==> src/design/toio_map.svh <==
`ifndef TOIO_MAP_SVH
`define TOIO_MAP_SVH
`define TOIO_SYNC_RST 3'h7
`define TOIO_SYNC_IDLE 1'b1
`define TOIO_DEB_RST 16'h0000
`define TOIO_DEB_TIME_US 1000
`define TOIO_CLK_MHZ 250
`define TOIO_PRESS_W 32
`endif

==> src/design/toio_pkg.sv <==
package toio_pkg;
	typedef enum logic [2:0]
	{
		TOIO_IDLE = 3'h1,
		TOIO_PRESSED = 3'h2,
		TOIO_RELEASE = 3'h4
	} toio_key_t;
endpackage

==> src/design/toio_sync.sv <==
`include "toio_map.svh"
// Three-stage synchroniser; output changes only once stages two and three agree
module toio_sync
(
	input wire logic sys_clk_i,
	input wire logic rst_n_i,
	input wire logic async_i,
	output logic sync_o
);
	typedef struct packed
	{
		logic [2:0] stage;
		logic level;
	} toio_sync_state_t;

	toio_sync_state_t cur_r;
	toio_sync_state_t cur_nxt;

	// Stage one is read only by stage two
	always_comb
	begin
		cur_nxt = cur_r;
		cur_nxt.stage = {cur_r.stage[1:0], async_i};
		if (cur_r.stage[1] == cur_r.stage[2])
		begin
			cur_nxt.level = cur_r.stage[2];
		end
	end

	// Idle level of the input is high (pulled up, closure to ground)
	always_ff @(posedge sys_clk_i or negedge rst_n_i)
	begin
		if (!rst_n_i)
		begin
			cur_r <= '{stage: `TOIO_SYNC_RST, level: `TOIO_SYNC_IDLE};
		end
		else
		begin
			cur_r <= cur_nxt;
		end
	end

	assign sync_o = cur_r.level;
endmodule

==> src/design/toio_top.sv <==
`include "toio_map.svh"
module toio_top
#(
	parameter int PRESS_W = `TOIO_PRESS_W,
	parameter int DEB_CYCLES = `TOIO_DEB_TIME_US * `TOIO_CLK_MHZ
)
(
	input wire logic sys_clk_i,
	input wire logic rst_n_i,
	input wire logic tare_n_i,
	input wire logic meas_done_i,
	input wire logic [PRESS_W-1:0] meas_value_i,
	input wire logic [PRESS_W-1:0] overpressure_setpoint_i,
	output logic tare_active_o,
	output logic tared_status_o,
	output logic overpressure_o
);
	////////////////////////////////////////////////////////////////////////////////
	// Pin synchroniser
	logic tare_n_sync;

	toio_sync u_sync
	(
		.sys_clk_i(sys_clk_i),
		.rst_n_i(rst_n_i),
		.async_i(tare_n_i),
		.sync_o(tare_n_sync)
	);

	////////////////////////////////////////////////////////////////////////////////
	// State
	localparam int CNT_W = $clog2(DEB_CYCLES + 1);

	typedef struct packed
	{
		toio_pkg::toio_key_t key;
		logic [CNT_W-1:0] cnt;
		logic pending;
		logic seen;
		logic taring;
		logic tared;
		logic over;
	} toio_state_t;

	toio_state_t cur_r;
	toio_state_t cur_nxt;

	function automatic logic cnt_done(input logic [CNT_W-1:0] c);
		cnt_done = (c >= CNT_W'(DEB_CYCLES - 1));
	endfunction

	// Debounce: a closure must hold to give one event, then a release must hold before the next;
	// bounce on either edge therefore cannot double-toggle
	always_comb
	begin
		cur_nxt = cur_r;
		case (cur_r.key)
			toio_pkg::TOIO_IDLE:
			begin
				if (!tare_n_sync)
				begin
					if (cnt_done(cur_r.cnt))
					begin
						cur_nxt.key = toio_pkg::TOIO_PRESSED;
						cur_nxt.cnt = '0;
						// Presses before the first measurement are dropped, so taring stays low
						cur_nxt.pending = cur_r.seen ? ~cur_r.pending : cur_r.pending;
					end
					else
					begin
						cur_nxt.cnt = cur_r.cnt + CNT_W'(1);
					end
				end
				else
				begin
					cur_nxt.cnt = '0;
				end
			end
			toio_pkg::TOIO_PRESSED:
			begin
				if (tare_n_sync)
				begin
					cur_nxt.key = toio_pkg::TOIO_RELEASE;
					cur_nxt.cnt = '0;
				end
			end
			toio_pkg::TOIO_RELEASE:
			begin
				if (!tare_n_sync)
				begin
					cur_nxt.key = toio_pkg::TOIO_PRESSED;
				end
				else if (cnt_done(cur_r.cnt))
				begin
					cur_nxt.key = toio_pkg::TOIO_IDLE;
					cur_nxt.cnt = '0;
				end
				else
				begin
					cur_nxt.cnt = cur_r.cnt + CNT_W'(1);
				end
			end
			default:
			begin
				cur_nxt.key = toio_pkg::TOIO_IDLE;
				cur_nxt.cnt = '0;
			end
		endcase

		// Taring state follows the event toggle; pending is a request parity, not a flag
		cur_nxt.taring = cur_nxt.pending;

		// Status outputs update only when a measurement completes, so a toggle
		// shows up on the tare status only with the next measurement
		if (meas_done_i)
		begin
			cur_nxt.seen = 1'b1;
			cur_nxt.tared = cur_r.taring;
			cur_nxt.over = (meas_value_i > overpressure_setpoint_i);
		end
	end

	// All low at reset until the first measurement completes
	always_ff @(posedge sys_clk_i or negedge rst_n_i)
	begin
		if (!rst_n_i)
		begin
			cur_r <= '{key: toio_pkg::TOIO_IDLE, cnt: '0, pending: 1'b0, seen: 1'b0,
				taring: 1'b0, tared: 1'b0, over: 1'b0};
		end
		else
		begin
			cur_r <= cur_nxt;
		end
	end

	////////////////////////////////////////////////////////////////////////////////
	// Outputs straight from flip-flops
	assign tare_active_o = cur_r.taring;
	assign tared_status_o = cur_r.tared;
	assign overpressure_o = cur_r.over;
endmodule

==> config.mk <==
export PLATFORM = sky130hd
export DESIGN_NAME = toio_top
export DESIGN_NICKNAME = d
export VERILOG_FILES = /design/src/design/toio_pkg.sv /design/src/design/toio_sync.sv /design/src/design/toio_top.sv
export VERILOG_INCLUDE_DIRS = /design/src /design/src/design
export SDC_FILE = /design/constraint.sdc
export NUM_CORES = 1
export LEC_CHECK = 0
export ABC_AREA = 1
export BUFFER_PORTS_ARGS = -buffer_cell sky130_fd_sc_hd__buf_4
export CORE_AREA = 4 4 87 89
export CTS_CLUSTER_SIZE = 8
export DETAILED_ROUTE_END_ITERATION = 8
export DIE_AREA = 0 0 91 93
export SETUP_SLACK_MARGIN = 0.3
export SYNTH_ARGS = -nofsm -noshare
export SYNTH_HDL_FRONTEND = slang
export SYNTH_HIERARCHICAL = 1
export SYNTH_SLANG_ARGS = --single-unit
==> constraint.sdc <==
create_clock -name sys_clk_i -period 2.48 [get_ports sys_clk_i]
set_input_delay 0.124 -clock sys_clk_i [delete_from_list [all_inputs] [get_ports sys_clk_i]]
set_output_delay 0.124 -clock sys_clk_i [all_outputs]
set_load 0.01 [all_outputs]
==> results of run 1 <==
-- layer usage --
metal	up-vias	track usage (%)	part of all wire, %
li1	1236	-	-
met1	1018	17.4	46
met2	72	23.2	44
met3	10	4.26	8.1
met4	0	4.52	1.6
met5	-	0	0
-- worst max-delay path, stage by stage (launching register included) --
cell and delay [ps]:
sky130_fd_sc_hd__dfstp_2 550, sky130_fd_sc_hd__inv_2 50, sky130_fd_sc_hd__nand3_2 80, sky130_fd_sc_hd__nand2_2 80, sky130_fd_sc_hd__nand2_4 190, sky130_fd_sc_hd__nand2_4 110, sky130_fd_sc_hd__nor3b_2 220, sky130_fd_sc_hd__nand2_1 70
sky130_fd_sc_hd__nand2_1 60, sky130_fd_sc_hd__nor2_1 50
-- worst min path at each step --
stage / endpoint / start / cells after the start
floorplan: cur_r[10] / rst_n_i / 0
global placement: cur_r[10] / rst_n_i / 1
detailed placement: cur_r[10] / rst_n_i / 1
CTS: cur_r[3] / meas_done_i / 2
global route: cur_r[3] / meas_done_i / 2
finish: cur_r[3] / meas_done_i / 2
-- area by class of cell --
cell class                      count  area, sq um  share of cell area, %
Multi-Input combinational cell    237         1480                   46.0
Tap cell                           80          100                   3.11
Clock inverter                      1         5.00                  0.155
Clock buffer                        7         96.3                   2.99
Timing Repair Buffer               72          546                   16.9
Sequential cell                    29          732                   22.7
Inverter                           69          263                   8.15
-- through the flow --
step,hold WS (ps),instance area [sq um],setup WS [ps],power [mW],util [%]
after global placement,76.8,3100,950,0.796,45.9
after CTS,28.4,3220,902,1.24,47.7
after detailed placement,76.1,3100,930,0.800,45.9
after global routing,25.4,3220,711,1.31,47.7
after floorplan,-172,2510,1090,0.667,-
final,35.2,3220,900,1.22,47.7
-- flip-flops by register name, summed over array words and instances, names as in the netlist --
signal	count
cur_r	22
overpressure_o	1
tare_active_o	1
tared_status_o	1
u_sync/cur_nxt	2
u_sync/cur_r	1
u_sync/sync_o	1
-- kinds of logic after synthesis --
kind of cell	Yosys count
AOI/OAI and AO/OA	51
DFF	29
adders and majority gates	33
and+or+nand+nor	150
buffers and inverters	72
xor gates and xnor gates	3
-- cell usage after synthesis (2+ instances only) --
cell                        n  area, sq um
sky130_fd_sc_hd__nand2_1   67          251
sky130_fd_sc_hd__inv_1     56          210
sky130_fd_sc_hd__nor2_1    37          139
sky130_fd_sc_hd__ha_1      33          413
sky130_fd_sc_hd__dfrtp_1   24          601
sky130_fd_sc_hd__a21oi_1   20          100
sky130_fd_sc_hd__nand3_1   12         60.1
sky130_fd_sc_hd__inv_2      9         33.8
sky130_fd_sc_hd__o21ai_0    9         45.0
sky130_fd_sc_hd__nand2_2    6         37.5
sky130_fd_sc_hd__nor2_2     6         37.5
sky130_fd_sc_hd__dfstp_2    5          131
sky130_fd_sc_hd__nand3_2    5         50.1
sky130_fd_sc_hd__a21oi_2    4         35.0
sky130_fd_sc_hd__a31oi_1    4         25.0
sky130_fd_sc_hd__nand4_1    4         25.0
sky130_fd_sc_hd__o21ai_1    4         20.0
sky130_fd_sc_hd__nand2_4    3         33.8
sky130_fd_sc_hd__o21ai_2    3         26.3
sky130_fd_sc_hd__a21o_1     2         15.0
sky130_fd_sc_hd__buf_6      2         22.5
sky130_fd_sc_hd__clkinv_1   2         7.51
sky130_fd_sc_hd__nor3_2     2         20.0
sky130_fd_sc_hd__nor4_1     2         12.5
sky130_fd_sc_hd__o21a_1     2         15.0
sky130_fd_sc_hd__xor2_1     2         17.5
-- cell usage in the layout (no fill, tap or decap), types with 2 or more instances in the layout --
master	synthesis	routed
sky130_fd_sc_hd__buf_4	1	70
sky130_fd_sc_hd__nand2_1	67	67
sky130_fd_sc_hd__inv_1	56	56
sky130_fd_sc_hd__nor2_1	37	37
sky130_fd_sc_hd__ha_1	33	33
sky130_fd_sc_hd__dfrtp_1	24	24
sky130_fd_sc_hd__a21oi_1	20	20
sky130_fd_sc_hd__nand3_1	12	12
sky130_fd_sc_hd__inv_2	9	9
sky130_fd_sc_hd__o21ai_0	9	9
sky130_fd_sc_hd__clkbuf_8	0	7
sky130_fd_sc_hd__nor2_2	6	6
sky130_fd_sc_hd__nand2_2	6	6
sky130_fd_sc_hd__nand3_2	5	5
sky130_fd_sc_hd__dfstp_2	5	5
sky130_fd_sc_hd__nand4_1	4	4
sky130_fd_sc_hd__o21ai_1	4	4
sky130_fd_sc_hd__a31oi_1	4	4
sky130_fd_sc_hd__a21oi_2	4	4
sky130_fd_sc_hd__nand2_4	3	3
sky130_fd_sc_hd__o21ai_2	3	3
sky130_fd_sc_hd__clkinv_1	2	2
sky130_fd_sc_hd__clkinv_2	1	2
sky130_fd_sc_hd__xor2_1	2	2
sky130_fd_sc_hd__a21o_1	2	2
sky130_fd_sc_hd__o21a_1	2	2
sky130_fd_sc_hd__nor4_1	2	2
sky130_fd_sc_hd__nor3_2	2	2
sky130_fd_sc_hd__dlygate4sd3_1	0	2
-- where the power goes --
group / switching (mW) / total [mW] / internal [mW]
sequential: 0.0169 / 0.511 / 0.494
clock: 0.183 / 0.433 / 0.250
combinational: 0.130 / 0.278 / 0.147
-- what timing repair did --
action	4_1_cts	5_1_grt
resized for setup	0	0
hold buffers	2	0
setup endpoints to repair	0	0
endpoints found under the hold margin	25	0
==> results.md, run 1 <==
- #FFs+latches synth: 29
- Synth Area in Adders: 16.5%
- Worst min-delay path class: in -> reg
- XOR/XNOR Fraction of Synth Area: 1.05%
- Post-Syn Instances: 338
- Setup repair after global routing missed its margin: no
- Max Root-Sink Buffers: 2
- Aggregate global routing overflow: 0
- Total Neg Setup Slack: 0 ps
- Compound-Gate Fraction of Synth Area: 12.4%
- Max VDD drop: 0.334 mV
- First-pass detailed-route iteration total: 5
- Number of flops mapped to enable cells by yosys: 0
- Global-route wire length before repair: 9670 um
- Total wire length after detailed routing: 5690 um
- Count of nets left with antenna violations after detail routing: 0
- Slew HR: 75.1%
- Post-placement cell count: 485
- Die extent in y: 93 um
- Final number of hold-violating endpoints: 0
- Destination of the worst register-to-register timing path: cur_r[16]
- End of the critical path: cur_r[16]
- Vias in the first global route: 2,212
- Area of the die: 8460 sq um
- Clock edge transition at the registers on the reported setup and hold paths: 60 ps
- Worst path required time: 2660 ps
- Relative area change from synthesis to final layout: 28.6%
- Worst clock skew on the final layout: 7.13 ps
- Startpoint kind of the worst setup timing path: flip-flop
- Number of cells on the worst reg-to-reg path: 9
- Area of the core: 6760 sq um
- Fin crit period: 1580 ps
- Starting DRC count in detailed routing: 65
- Clock sink count: 29
- Run status: finished, final reports clean
- FF-to-FF setup slack: 900 ps
- Main combinational cell family by area after synthesis: simple AND/OR/NAND/NOR gates
- Static leakage power: 1.77 nW
- Type of destination of the critical path: flip-flop
- Syn Nets: 439
- Critical Path Source: cur_r[23]
- Dominant synthesized flop cell: sky130_fd_sc_hd__dfrtp_1
- Fill count: 657
- Number of post-CTS setup repair buffers: 0
- Die span in x: 91 um
- Basic-gate share of the synthesized area counting and, or, nand and nor cells: 29.2%
- Ys Warns: 6
- Initial antenna violation count: 0
- Number of core rows: 30
- Share of cell area taken by muxes after synthesis: 0%
- Total Routing Usage GR: 14.0%
- Setup Viol. Count Final: 0
- # IOs: 71
- Sequential cell area fraction in the yosys report: 29.2%
- Average footprint of a synthesized cell: 7.41 sq um
- TritonCTS clock tree: done
- Post-detailed-route DRC marker count: 0
- Number of port buffers: 70
- Clock network latency to the later pin of the worst-skew pair: 290 ps
- Upper clock frequency limit: 633 MHz
- Worst R2R Start: cur_r[23]
- Count of non-filler cells in the finished layout: 495
- Maximum fanout encountered on the critical timing path: 17
- Number of vias in the routed layout: 2,336
- Data arrival at the endpoint of the critical path: 1760 ps
- HPWL after detailed placement: 4690 um
- Slew at the pin closest to its max-slew limit: 374 ps
- Worst setup path category: reg -> reg
- Wire per inst: 11.5 um
- Combined area of all synthesized cells: 2510 sq um
- Maximum number of pins on one net before global-route repair: 30
- Number of H-tree levels: 2
- Synth unique cells: 39
- Library cell used as clock root buffer: sky130_fd_sc_hd__clkbuf_8
- Number of maximum-capacitance violations: 0
- Number of clock buffers inserted by TritonCTS: 5
- Initial cell density of the core: 37.1%
- Fraction of final layout cells sized beyond drive strength 1: 30.8%
- Max-slew violation count: 0
- Vias per cell: 4.72
- Gp weighted congestion: 0.804
- Number of inserted diodes: 0
- Async set or reset register ratio after synthesis: 100%
- Pwr per Cell Area: 379 nW/um^2
- Crit share post-route: 63.7%
- Number of nets in the final layout: 515
No activity file was read; power rests on OpenSTA's default activity.
==> run 2: changes to the inputs <==
--- a/config.mk
+++ b/config.mk
@@ -6,12 +6,12 @@
 export SDC_FILE = /design/constraint.sdc
 export NUM_CORES = 1
 export LEC_CHECK = 0
-export ABC_AREA = 1
+export ABC_AREA = 0
 export BUFFER_PORTS_ARGS = -buffer_cell sky130_fd_sc_hd__buf_4
-export CORE_AREA = 4 4 87 89
+export CORE_AREA = 4 4 83 85
 export CTS_CLUSTER_SIZE = 8
 export DETAILED_ROUTE_END_ITERATION = 8
-export DIE_AREA = 0 0 91 93
+export DIE_AREA = 0 0 87 89
 export SETUP_SLACK_MARGIN = 0.3
 export SYNTH_ARGS = -nofsm -noshare
 export SYNTH_HDL_FRONTEND = slang
==> constraint.sdc (replaced) <==
create_clock -name sys_clk_i -period 1.5 [get_ports sys_clk_i]
set_input_delay 0.075 -clock sys_clk_i [delete_from_list [all_inputs] [get_ports sys_clk_i]]
set_output_delay 0.075 -clock sys_clk_i [all_outputs]
set_load 0.01 [all_outputs]
==> run 2 against run 1 <==
  * The run now ends with setup timing left
  * Sequential share of layout area shrank 2.0 points
  * Utilization grew 9.4 points
  * Design area grew 9.9%
  * Clock-buffer cell count shrank 1
  * Synthesized cell count shrank 22%
  * Global-route usage grew 0.37 points
  * Register-to-register slack lost 1200 ps
  * Largest cell class unchanged
  * Flip-flop and latch count is the same
  * Final cell count shrank 7.7%
  * Largest power group unchanged
  * Hold slack lost 9.3 ps
  * Sequential power grew 63%
==> results.md, run 2 <==
- Number of port buffers: 70
- Series of cell instances along the critical path: nor4_2 > a31oi_1 > o21a_4 > a211oi_4 > a211oi_4 > buf_6 > o21ai_2
- Number of flops mapped to enable cells by yosys: 0
- Dominant synthesized flop cell: sky130_fd_sc_hd__dfrtp_1
- #FFs+latches synth: 29
- Total Routing Usage GR: 14.4%
- Fin crit period: 1790 ps
- Combined area of all synthesized cells: 2280 sq um
- Maximum fanout encountered on the critical timing path: 7
- Number of cells on the worst reg-to-reg path: 7
- Aggregate global routing overflow: 0
- Minimum setup slack in the final design: -286 ps
- Hold EP: cur_r[3]
- Async set or reset register ratio after synthesis: 100%
- Setup repair after global routing missed its margin: yes
- Sequential cell area fraction in the yosys report: 32.0%
- Maximum number of pins on one net before global-route repair: 30
- Max Root-Sink Buffers: 2
- Worst clock skew on the final layout: 5.87 ps
- Number of clock buffers inserted by TritonCTS: 5
- FF-to-FF setup slack: -290 ps
- Crit share post-route: 119%
- Clock network latency to the later pin of the worst-skew pair: 280 ps
- Number of H-tree levels: 2
- Data arrival at the endpoint of the critical path: 1990 ps
- Average footprint of a synthesized cell: 8.69 sq um
- Worst min-delay path class: in -> reg
- Post-Syn Instances: 263
- Max-slew violation count: 0
- Startpoint kind of the worst setup timing path: flip-flop
- Vias per cell: 4.83
- # IOs: 71
- Initial antenna violation count: 0
- Share of the synthesized area in the top cell type: 26.3%
- Pwr per Cell Area: 565 nW/um^2
- Vias in the first global route: 2,129
- Destination of the worst register-to-register timing path: cur_r[12]
- Total wire length after detailed routing: 5510 um
- First-pass detailed-route iteration total: 4
- Most Frequent Cell on Critical Path: sky130_fd_sc_hd__a211oi_4
- Flip-flop count of the largest register after layout: 22
- Final Hold Slack: 25.9 ps
- Relative area change from synthesis to final layout: 55.0%
- Post-synth top cells: sky130_fd_sc_hd__inv_1, sky130_fd_sc_hd__ha_1, sky130_fd_sc_hd__nor2_1
- Global-route wire length before repair: 8920 um
- Top-count cell post-synth: sky130_fd_sc_hd__inv_1
- Top cells by area in the synthesized netlist: sky130_fd_sc_hd__dfrtp_1, sky130_fd_sc_hd__ha_1, sky130_fd_sc_hd__inv_1
- Clock edge transition at the registers on the reported setup and hold paths: 60 ps
- Fraction of final layout cells sized beyond drive strength 1: 45.5%
- Worst R2R Start: cur_r[14]
- Setup Viol. Count Final: 21
- Slew HR: 71.2%
- Area of the core: 6200 sq um
- Ys Warns: 6
- Slew at the pin closest to its max-slew limit: 425 ps
- Upper clock frequency limit: 560 MHz
- Number of maximum-capacitance violations: 0
- Area of the die: 7740 sq um
- Clock sink count: 29
- Type of destination of the critical path: flip-flop
- Register with the most flip-flops: cur_r
- Number of vias in the routed layout: 2,207
- HPWL after detailed placement: 4470 um
- Commonest non-fill, non-tap cell in the layout: sky130_fd_sc_hd__buf_4
- Number of core rows: 29
- TritonCTS clock tree: done
- Startpoint of the tightest hold check path: meas_done_i
- Gp weighted congestion: 0.815
- Library cell used as clock root buffer: sky130_fd_sc_hd__clkbuf_8
- Run status: finished, violations left
- Static leakage power: 1.69 nW
- Worst setup path category: reg -> reg
- CP peak stage delay: 390 ps
- Die extent in y: 89 um
- Synth unique cells: 45
- Syn Nets: 364
- Post-detailed-route DRC marker count: 0
- Number of nets in the final layout: 480
- Starting DRC count in detailed routing: 59
- Power after layout: 2.00 mW
- Count of nets left with antenna violations after detail routing: 0
- Max VDD drop: 0.325 mV
- CP max stage cell: sky130_fd_sc_hd__dfrtp_1
- Initial cell density of the core: 36.8%
- Wire per inst: 12.1 um
- Worst path required time: 1710 ps
- Number of cells traversed by the worst hold path: 2
- Violations in the final reports: setup timing
- Number of inserted diodes: 0
- Final number of hold-violating endpoints: 0
- Leading cell types in the layout, fill and taps excluded: sky130_fd_sc_hd__buf_4, sky130_fd_sc_hd__inv_1, sky130_fd_sc_hd__ha_1, sky130_fd_sc_hd__dfrtp_1, sky130_fd_sc_hd__nor2_1
- Cell accounting for the most synthesized area: sky130_fd_sc_hd__dfrtp_1
- Die span in x: 87 um
## run 2: cell types whose count changed in the layout (fill, tap and decap cells not counted), sizes merged, moves of 10 or more
| cell | change |
|---|---|
| buf | +44 |
| nand2 | -61 |
| nor2 | -12 |
| nand3 | -10 |
| inv | -29 |
## run 2: per-layer routing
layer / GRT usage (%) / share of wire, % / wire, um / vias up
li1: - / - / - / 1152
met4: 3.68 / 0.89 / 49 / 0
met3: 3.87 / 4.7 / 258 / 6
met2: 24.6 / 50 / 2780 / 45
met5: 0 / 0 / 0 / -
met1: 17.9 / 44 / 2430 / 1004
## run 2: power by group
group	internal [mW]	total [mW]	switching [mW]
registers	0.812	0.831	0.0187
logic	0.316	0.556	0.240
clock network	0.321	0.615	0.294
## run 2: what timing repair did
action	CTS	global route
gates cloned	0	0
hold endpoints to repair	25	0
setup endpoints to repair	23	23
pin swaps	20	13
gates resized for setup	30	24
setup buffers	4	0
hold buffers	2	0
## run 2: cell families (layout without fill, tap and decap cells)
group | count (synthesis) | count (layout) | synth area share (%)
flops | 29 | 29 | 32.0
fa+ha+maj | 34 | 34 | 18.6
simple gates | 92 | 92 | 20.0
xor+xnor | 15 | 15 | 6.08
buf+inv | 44 | 161 | 8.05
compound gates | 48 | 48 | 14.7
mux | 1 | 1 | 0.493
## run 2: how the worst max path moves through the flow
| stage | from | to | depth (start not counted) |
|---|---|---|---|
| finish | cur_r[14] | cur_r[12] | 7 |
| global route | cur_r[14] | cur_r[11] | 7 |
| CTS | cur_r[16] | cur_r[12] | 7 |
| detailed placement | cur_r[6] | cur_r[13] | 7 |
| global placement | cur_r[6] | cur_r[13] | 7 |
| floorplan | cur_r[6] | cur_r[17] | 8 |
## run 2: per-stage QoR
stage | area (sq um) | setup TNS [ps] | util, % | std cells | setup slack (ps)
final | 3540 | -4780 | 57.1 | 457 | -286
after global routing | 3540 | -6670 | 57.1 | 457 | -372
after CTS | 3450 | -5310 | 55.7 | 457 | -320
after detailed placement | 3200 | -8220 | 51.5 | 443 | -550
after global placement | 3200 | -7190 | 51.5 | 443 | -489
after floorplan | 2320 | -2550 | - | 263 | -198
## run 2: critical path, delay by kind of cell, from the launching register on
kind	cells	cell delay, ps
DFF	1	390
and+or+nand+nor	1	290
buffers and inverters	1	160
AOI/OAI and AO/OA	5	860
## run 2: layout make-up
class                           instances  area [sq um]
Clock buffer                            6          72.6
Clock inverter                          2          10.0
Inverter                               37           156
Multi-Input combinational cell        190          1570
Sequential cell                        29           732
Timing Repair Buffer                  116           902
Fill cell                             562          2660
Tap cell                               77          96.3
